**src/hw/seq_map.svh**
```systemverilog
/*
 * timing constants for the area sensor clock sequencer.
 * assumes a 125 MHz system clock (8 ns period).
 */
`ifndef SEQ_MAP_SVH
`define SEQ_MAP_SVH
`define SEQ_CLK_PERIOD_NS 8
// reset gate pulse width, about 10 ns to 100 ns; longer is harmless
`define SEQ_RESET_PULSE_MIN_NS 10
`define SEQ_RESET_PULSE_MAX_NS 100
// least time rounds up to whole cycles
`define SEQ_RESET_PULSE_CYC \
    ((`SEQ_RESET_PULSE_MIN_NS + `SEQ_CLK_PERIOD_NS - 1) / `SEQ_CLK_PERIOD_NS)
// default half-period counts for phase clocks, in cycles
`define SEQ_VERT_HALF_CYC 500
`define SEQ_HORIZ_HALF_CYC 125
`define SEQ_COUNT_W 16
// sensor pins in reset: phase ones high, everything else low
`define SEQ_SENSOR_RESET 7'h48
`endif

```
**src/hw/seq_pkg.sv**
```systemverilog
/*
 * types for the area sensor clock sequencer.
 * assumes seq_map.svh supplies the counter width.
 */
`include "seq_map.svh"
package seq_pkg;
    // readout mode, chosen purely by sequence ordering and counts
    typedef enum logic [1:0] {
        MODE_LINE_BIN,
        MODE_AREA,
        MODE_PIXEL_BIN,
        MODE_TDI
    } readout_mode_t;

    // programmed frame geometry and pacing
    typedef struct packed {
        logic [`SEQ_COUNT_W-1:0] rows_per_frame;
        logic [`SEQ_COUNT_W-1:0] rows_binned;
        logic [`SEQ_COUNT_W-1:0] pixels_per_line;
        logic [`SEQ_COUNT_W-1:0] pixels_binned;
        logic [`SEQ_COUNT_W-1:0] vert_half_cyc;
        logic [`SEQ_COUNT_W-1:0] horiz_half_cyc;
        logic [`SEQ_COUNT_W-1:0] reset_pulse_cyc;
    } seq_cfg_t;

    // the seven sensor control lines
    typedef struct packed {
        logic vert_phase_one;
        logic vert_phase_two;
        logic transfer_gate_pulse;
        logic horiz_phase_one;
        logic horiz_phase_two;
        logic summing_gate_pulse;
        logic output_reset_pulse;
    } sensor_clk_t;
endpackage

```
**src/hw/area_sensor_clock_sequencer.sv**
```systemverilog
/*
 * clock sequencer driving a two-phase full-frame area sensor: vertical
 * phases, transfer gate, horizontal phases, summing gate and reset gate.
 * assumes level shifters and MOS drivers outside; phase pairs are driven
 * as exact complements so they cross mid-swing after the damping network.
 */
// Functional notes
// - seven controls: two vertical, transfer, two horizontal, summing, reset.
// - transfer gate is its own output, timed exactly as vertical phase two.
// - tying transfer gate to vertical phase two also works; same waveform.
// - four modes selected only by ordering and counts of sequences.
// - line binning: shift binned rows down, then read whole horizontal line.
// - line binning: summing gate identical to horizontal phase two.
// - area scan: read whole line after each row; frame ends after last row.
// - area scan: summing gate identical to horizontal phase two.
// - pixel binning: hold summing gate across binned pixels to merge them.
// - line binning and pixel binning may combine in one readout.
// - time-delay integration: vertical shifts paced to object motion.
// - complementary phase pairs cross at half amplitude.
// - split-register sensor: transfer gate equals half-A vertical phase two.
// - pulse reset gate before each new pixel charge arrives.
// - reset pulse held about 10 ns to 100 ns, longer is fine.
`timescale 1ns/10ps
`include "seq_map.svh"
module area_sensor_clock_sequencer #(
    parameter int COUNT_W = `SEQ_COUNT_W
) (
    // clock and reset
    input wire logic clk_i,
    input wire logic reset_n_i,
    // control
    input wire logic start_i,
    input wire seq_pkg::readout_mode_t mode_i,
    input wire seq_pkg::seq_cfg_t cfg_i,
    input wire logic tdi_step_i,
    // status
    output logic busy_o,
    output logic frame_done_o,
    output logic pixel_strobe_o,
    // sensor controls
    output seq_pkg::sensor_clk_t sensor_o
);
    import seq_pkg::*;

    typedef enum logic [2:0] {
        ST_IDLE,
        ST_VERT_HI,
        ST_VERT_LO,
        ST_TDI_WAIT,
        ST_HORIZ_HI,
        ST_HORIZ_LO,
        ST_DONE
    } state_t;

    // ============================================================
    // reset release
    // ============================================================
    logic rst_sync1_r;
    logic rst_sync2_r;
    always_ff @(posedge clk_i or negedge reset_n_i) begin
        if (!reset_n_i) begin
            rst_sync1_r <= 1'b0;
            rst_sync2_r <= 1'b0;
        end else begin
            rst_sync1_r <= 1'b1;
            rst_sync2_r <= rst_sync1_r;
        end
    end
    wire logic rst_n = rst_sync2_r;

    // ============================================================
    // helpers
    // ============================================================
    // a zero count is treated as one so the sequence always advances
    function automatic logic [COUNT_W-1:0] at_least_one(
        input logic [COUNT_W-1:0] v);
        at_least_one = (v == '0) ? {{(COUNT_W-1){1'b0}}, 1'b1} : v;
    endfunction

    // ============================================================
    // state and counters
    // ============================================================
    state_t state_r;
    state_t state_nxt;
    readout_mode_t mode_r;
    seq_cfg_t cfg_r;
    logic [COUNT_W-1:0] tick_r;
    logic [COUNT_W-1:0] tick_nxt;
    logic [COUNT_W-1:0] row_r;
    logic [COUNT_W-1:0] row_nxt;
    logic [COUNT_W-1:0] bin_row_r;
    logic [COUNT_W-1:0] bin_row_nxt;
    logic [COUNT_W-1:0] pix_r;
    logic [COUNT_W-1:0] pix_nxt;
    logic [COUNT_W-1:0] bin_pix_r;
    logic [COUNT_W-1:0] bin_pix_nxt;
    logic [COUNT_W-1:0] rst_cnt_r;
    logic [COUNT_W-1:0] rst_cnt_nxt;
    sensor_clk_t sensor_nxt;

    // decoded settings
    wire logic [COUNT_W-1:0] vhalf = at_least_one(cfg_r.vert_half_cyc);
    wire logic [COUNT_W-1:0] hhalf = at_least_one(cfg_r.horiz_half_cyc);
    // never shorter than the sense node's minimum reset time
    wire logic [COUNT_W-1:0] rpw_min = COUNT_W'(`SEQ_RESET_PULSE_CYC);
    wire logic [COUNT_W-1:0] rpw = (cfg_r.reset_pulse_cyc < rpw_min) ?
        rpw_min : cfg_r.reset_pulse_cyc;
    wire logic [COUNT_W-1:0] nrows = at_least_one(cfg_r.rows_per_frame);
    wire logic [COUNT_W-1:0] npix = at_least_one(cfg_r.pixels_per_line);
    // line binning groups rows; area scan and tdi shift one row per line
    wire logic [COUNT_W-1:0] rows_group =
        (mode_r == MODE_LINE_BIN || mode_r == MODE_PIXEL_BIN) ?
        at_least_one(cfg_r.rows_binned) : {{(COUNT_W-1){1'b0}}, 1'b1};
    // pixel binning merges pixels in the summing well
    wire logic [COUNT_W-1:0] pix_group = (mode_r == MODE_PIXEL_BIN) ?
        at_least_one(cfg_r.pixels_binned) : {{(COUNT_W-1){1'b0}}, 1'b1};
    wire logic tick_end = (tick_r == '0);
    wire logic last_row = (row_r + 1'b1 >= nrows);
    wire logic last_pix = (pix_r + 1'b1 >= npix);
    wire logic group_row_end = (bin_row_r + 1'b1 >= rows_group);
    wire logic group_pix_end = (bin_pix_r + 1'b1 >= pix_group);
    wire logic vert_active = (state_r == ST_VERT_HI);
    wire logic horiz_active = (state_r == ST_HORIZ_HI);
    // summing gate follows phase two, but is held high (charge kept in
    // the well) until the last pixel of a binning group so it falls once
    wire logic sg_hold = horiz_active ||
        (state_r == ST_HORIZ_LO && !group_pix_end);

    // ============================================================
    // next-state logic
    // ============================================================
    always_comb begin
        state_nxt = state_r;
        tick_nxt = tick_end ? '0 : tick_r - 1'b1;
        row_nxt = row_r;
        bin_row_nxt = bin_row_r;
        pix_nxt = pix_r;
        bin_pix_nxt = bin_pix_r;
        rst_cnt_nxt = (rst_cnt_r == '0) ? '0 : rst_cnt_r - 1'b1;
        unique case (state_r)
            ST_IDLE: begin
                if (start_i) begin
                    row_nxt = '0;
                    bin_row_nxt = '0;
                    // tdi waits for motion pacing before each shift
                    state_nxt = (mode_i == MODE_TDI) ? ST_TDI_WAIT
                                                     : ST_VERT_HI;
                    tick_nxt = at_least_one(cfg_i.vert_half_cyc) - 1'b1;
                end
            end
            ST_TDI_WAIT: begin
                if (tdi_step_i) begin
                    state_nxt = ST_VERT_HI;
                    tick_nxt = vhalf - 1'b1;
                end
            end
            ST_VERT_HI: begin
                if (tick_end) begin
                    state_nxt = ST_VERT_LO;
                    tick_nxt = vhalf - 1'b1;
                end
            end
            ST_VERT_LO: begin
                if (tick_end) begin
                    row_nxt = row_r + 1'b1;
                    // sum rows into the horizontal register first
                    if (group_row_end || last_row) begin
                        bin_row_nxt = '0;
                        pix_nxt = '0;
                        bin_pix_nxt = '0;
                        state_nxt = ST_HORIZ_HI;
                        tick_nxt = hhalf - 1'b1;
                    end else begin
                        bin_row_nxt = bin_row_r + 1'b1;
                        state_nxt = ST_VERT_HI;
                        tick_nxt = vhalf - 1'b1;
                    end
                end
            end
            ST_HORIZ_HI: begin
                if (tick_end) begin
                    state_nxt = ST_HORIZ_LO;
                    tick_nxt = hhalf - 1'b1;
                    // reset the sense node ahead of the next charge
                    if (group_pix_end) begin
                        rst_cnt_nxt = rpw;
                    end
                end
            end
            ST_HORIZ_LO: begin
                if (tick_end) begin
                    pix_nxt = pix_r + 1'b1;
                    bin_pix_nxt = group_pix_end ? '0 : bin_pix_r + 1'b1;
                    if (!last_pix) begin
                        state_nxt = ST_HORIZ_HI;
                        tick_nxt = hhalf - 1'b1;
                    end else if (row_r >= nrows) begin
                        state_nxt = ST_DONE; // frame ends
                    end else if (mode_r == MODE_TDI) begin
                        state_nxt = ST_TDI_WAIT;
                    end else begin
                        // vertical starts only after the last pixel
                        state_nxt = ST_VERT_HI;
                        tick_nxt = vhalf - 1'b1;
                    end
                end
            end
            ST_DONE: begin
                state_nxt = ST_IDLE;
            end
        endcase
    end

    // ============================================================
    // sensor outputs, all registered
    // ============================================================
    always_comb begin
        sensor_nxt.vert_phase_one = !vert_active; // complement pair
        sensor_nxt.vert_phase_two = vert_active;
        // separate pin, same waveform as phase two; also the half-A
        // phase two on split sensors, so tying is safe
        sensor_nxt.transfer_gate_pulse = vert_active;
        sensor_nxt.horiz_phase_one = !horiz_active;
        sensor_nxt.horiz_phase_two = horiz_active;
        // equals phase two unless pixel binning
        sensor_nxt.summing_gate_pulse = sg_hold;
        sensor_nxt.output_reset_pulse = (rst_cnt_nxt != '0);
    end

    // ============================================================
    // registers
    // ============================================================
    always_ff @(posedge clk_i or negedge rst_n) begin
        if (!rst_n) begin
            state_r <= ST_IDLE;
            mode_r <= MODE_AREA;
            cfg_r <= '0;
            tick_r <= '0;
            row_r <= '0;
            bin_row_r <= '0;
            pix_r <= '0;
            bin_pix_r <= '0;
            rst_cnt_r <= '0;
        end else begin
            state_r <= state_nxt;
            tick_r <= tick_nxt;
            row_r <= row_nxt;
            bin_row_r <= bin_row_nxt;
            pix_r <= pix_nxt;
            bin_pix_r <= bin_pix_nxt;
            rst_cnt_r <= rst_cnt_nxt;
            // settings are latched at start and hold for the frame
            if (state_r == ST_IDLE && start_i) begin
                mode_r <= mode_i;
                cfg_r <= cfg_i;
            end
        end
    end

    // seven controls and status, from flip-flops
    always_ff @(posedge clk_i or negedge rst_n) begin
        if (!rst_n) begin
            sensor_o <= `SEQ_SENSOR_RESET;
            busy_o <= 1'b0;
            frame_done_o <= 1'b0;
            pixel_strobe_o <= 1'b0;
        end else begin
            sensor_o <= sensor_nxt;
            busy_o <= (state_nxt != ST_IDLE);
            frame_done_o <= (state_nxt == ST_DONE);
            // marks the summing gate fall that dumps a pixel
            pixel_strobe_o <= sensor_o.summing_gate_pulse &&
                !sensor_nxt.summing_gate_pulse;
        end
    end
endmodule

```
**config.mk**
```make
export PLATFORM = sky130hd
export DESIGN_NAME = area_sensor_clock_sequencer
export DESIGN_NICKNAME = d
export VERILOG_FILES = /design/src/hw/seq_pkg.sv /design/src/hw/area_sensor_clock_sequencer.sv
export VERILOG_INCLUDE_DIRS = /design/src /design/src/hw
export SDC_FILE = /design/constraint.sdc
export NUM_CORES = 1
export LEC_CHECK = 0
export BUFFER_PORTS_ARGS = -buffer_cell sky130_fd_sc_hd__buf_2
export CAP_MARGIN = 0
export CORE_MARGIN = 2
export CORE_UTILIZATION = 30
export CTS_CLUSTER_SIZE = 28
export DETAILED_ROUTE_END_ITERATION = 10
export PLACE_DENSITY_LB_ADDON = 0.08
export SLEW_MARGIN = 20
export SYNTH_ARGS = -nofsm -noshare
export SYNTH_HDL_FRONTEND = slang
export SYNTH_SLANG_ARGS = --single-unit
```
**constraint.sdc**
```tcl
create_clock -name clk_i -period 7.4 [get_ports clk_i]
set_input_delay 0.37 -clock clk_i [delete_from_list [all_inputs] [get_ports clk_i]]
set_output_delay 0.37 -clock clk_i [all_outputs]
set_load 0.02 [all_outputs]
```
==> impl_metrics.yaml <==
outcome:
  status: "finished with violations"
  violations: "design-rule violations"
sta:
  clock.fmax_ghz: 0.219
  maxSlewHeadroom_pct: 35.9
  tns_ps: 0
  slew_violations: 0
  rsz0062_at_grt: "false"
  post-route-min-period_ps: 4570
  setup_viol: 0
  finClkSkew_ps: 17.9
  min_period_over_period_pct: 61.8
  layout_setup_ws_ps: 2830
  worst_pin_slew_ps: 949
  hold_viol: 0
grt:
  grt_pass1_vias: 12800
  grt_max_degree: 83
  grt_overflow_total: 0
  grtUsageTotal_pct: 18.7
  grt_pass1_wl_mm: 73.5
  antenna_found_initial: 2
power:
  powerDensity_mw_per_mm2: 236
  combPwrFrac_pct: 24.4
  swShare_pct: 32.3
  p_seq_share_pct: 36.0
  peakVddDrop_v: 0.000124
  p_switching_mw: 1.31
  p_leak_nw: 8.11
  p_clk_share_pct: 39.6
  p_int_mw: 2.76
place:
  place_ws_ps: 2870
  dp.cells: 2375
  io_buffers: 127
  dpl.hpwl_mm: 33.9
  place_area_sq_mm: 0.0155
  place_congestion: 0.902
drt:
  wirelength_mm: 46.5
  drt_first_pass_iters: 8
  vias_per_cell: 5.12
  drtAntennaViolNets: 0
  drc_errors: 5
  vias: 12800
  wl_per_cell_um: 18.6
  drtIter0Drc: 718
worst_setup_path:
  crit_type: "flop to flop"
  crit_required_ps: 7840
  critical_path_arrival_ps: 5010
  path_max_fanout: 12
  crit_buf_inv: 0
  endpoint_kind: "flop"
  cp-start-kind: "flop"
  cpMaxStageDelayCell: "o31ai_1"
  cp_top_family: "simple AND/OR/NAND/NOR gates"
  crit_path_cell_trace: "nand3_1 -> nor4_1 -> and3_1 -> xor2_1 -> ha_1 -> a41oi_1 -> nand2_1 -> o31ai_1 -> and2_1 -> o21ai_0 -> a222oi_1 -> nor3b_1"
  max_stage_delay_ps: 720
yosys:
  syn_nets: 1901
  synth_area_sq_mm: 0.0142
  synth_top_area_share_pct: 38.9
  yosys-top-cells-count: "nand2_1 (421), dfrtp_1 (221), o21ai_0 (119)"
  ys_async_sr_fraction_pct: 100
  synth.distinct_cells: 82
  ys_seq_area_share_pct: 39.4
  post_synth.cell_area_avg_sq_um: 8.40
  netlist_instances: 1694
  yosysMostFrequentCell: "nand2_1"
  yosys_warnings: 0
  yosys_most_used_dff: "dfrtp_1"
  synth_enable_flop_cells: 0
  synth-seq-cells: 224
  synth_area_leaders: "dfrtp_1 (39%), nand2_1 (11%), ha_1 (7.8%), o21ai_0 (4.2%), xnor2_1 (3.6%)"
  synth_top_cell_by_area: "dfrtp_1"
clock_tree:
  path_clk_slew_ps: 60
  cts_root_buf: "clkbuf_16"
  clk_latency_ps: 580
  numCtsBuffers: 30
  cts.sinks: 224
  postCtsSetupRepairBufs: 0
  cts_resized: 0
  clock_path_buffers: 3
  cts_tree: "yes"
  htreeDepth: 1
  cts_hold_buf: 67
floorplan:
  fp.dieW_um: 222
  ios: 128
  fp.dieArea_sq_mm: 0.0492
  row_count: 79
  die_h_um: 222
  coreArea_sq_mm: 0.0467
  initial_core_util_pct: 30.5
hold_path:
  hp-class: "input pin to flop"
layout:
  design_area_sq_mm: 0.0173
  fin_nets: 2075
  layout-drive-gt1-share_pct: 12.1
  synthToLayoutAreaGrowth_pct: 21.4
  fin_cells: 2498
  antennaDiodeCount: 0
flow_run:
  cap_violations: 0
## tightest hold or removal path, stage by stage
cell	delay, ps
buf_2	80
nand2_1	50
o21ai_0	60
## layout by cell type (no fill, tap or decap), types with 10 or more instances in the layout
cell type,count
and3_1,18
xor2_1,48
nand2b_1,12
dlygate4sd3_1,68
or3_1,10
nor3_1,36
a21oi_1,50
nand2_1,420
clkbuf_16,30
o31ai_1,16
a22o_1,33
mux2i_1,11
nand3_1,54
a21o_1,15
mux2_2,12
buf_2,127
nor2b_1,12
nand4_1,22
inv_1,59
xnor2_1,58
nor4_1,31
o21ai_0,119
dfrtp_1,220
nor2_1,103
buf_4,14
ha_1,89
or4_1,16
## layer usage
| layer | vias up | track usage [%] | wire length [um] |
|---|---|---|---|
| li1 | 6358 | - | - |
| met1 | 6117 | 25.3 | 21500 |
| met2 | 259 | 31.3 | 22000 |
| met3 | 64 | 2.94 | 2070 |
| met4 | 2 | 4.58 | 1020 |
| met5 | - | 0 | 15 |
## power groups by stage
stage | clock network, mW | registers [mW] | logic [mW]
6_report | 1.61 | 1.47 | 0.996
5_1_grt | 1.71 | 1.48 | 1.12
4_1_cts | 1.67 | 1.46 | 1.00
3_5_place_dp | 0 | 1.48 | 0.967
3_3_place_gp | 0 | 1.49 | 0.963
2_1_floorplan | 0 | 1.46 | 0.685
## stage by stage
step / total power [mW] / hold WS [ps] / utilization (%)
3_5_place_dp: 2.45 / 160 / 33.2
2_1_floorplan: 2.14 / 74.4 / -
5_1_grt: 4.32 / 10.7 / 37.0
4_1_cts: 4.13 / 0.953 / 37.0
3_3_place_gp: 2.45 / 156 / 33.2
6_report: 4.07 / 13.0 / 37.0
## final timing paths
kind	slack, ps	from	cells past startpoint	endpoint
hold reg to reg	350	rst_sync1_r	0	rst_n
setup reg to reg	2830	row_r[6]	12	frame_done_o
hold / removal	10	cfg_i[99]	3	cfg_r[99]
max in group asynchronous	5610	rst_n	1	bin_row_r[4]
min in group asynchronous	100	reset_n_i	2	rst_n
setup / recovery	2830	row_r[6]	12	frame_done_o
## registers in the layout, summed over array words and instances, names as in the netlist
register,cells
bin_row_r,16
frame_done_o,1
state_r,3
tick_r,16
bin_pix_r,16
pix_r,16
row_r,16
rst_cnt_r,16
busy_o,1
pixel_strobe_o,1
cfg_r,112
rst_sync1_r,1
mode_r,2
sensor_o,6
rst_n,1
## area by class of cell
cell class | count | area [sq um]
Multi-Input combinational cell | 1342 | 8140
Tap cell | 607 | 759
Sequential cell | 224 | 5610
Timing Repair Buffer | 209 | 1420
Clock inverter | 17 | 279
Clock buffer | 38 | 821
Inverter | 61 | 229
Fill cell | 4854 | 29400
## kinds of logic after synthesis
kind of cell | after synthesis | share of synthesized area, %
xor+xnor | 106 | 6.53
fa+ha+maj | 89 | 7.83
mux | 25 | 1.88
simple gates | 775 | 24.7
flops | 224 | 39.4
compound gates | 346 | 16.2
other cells | 1 | 0.0264
buf+inv | 128 | 3.46
Power figures use the tool's default switching activity.
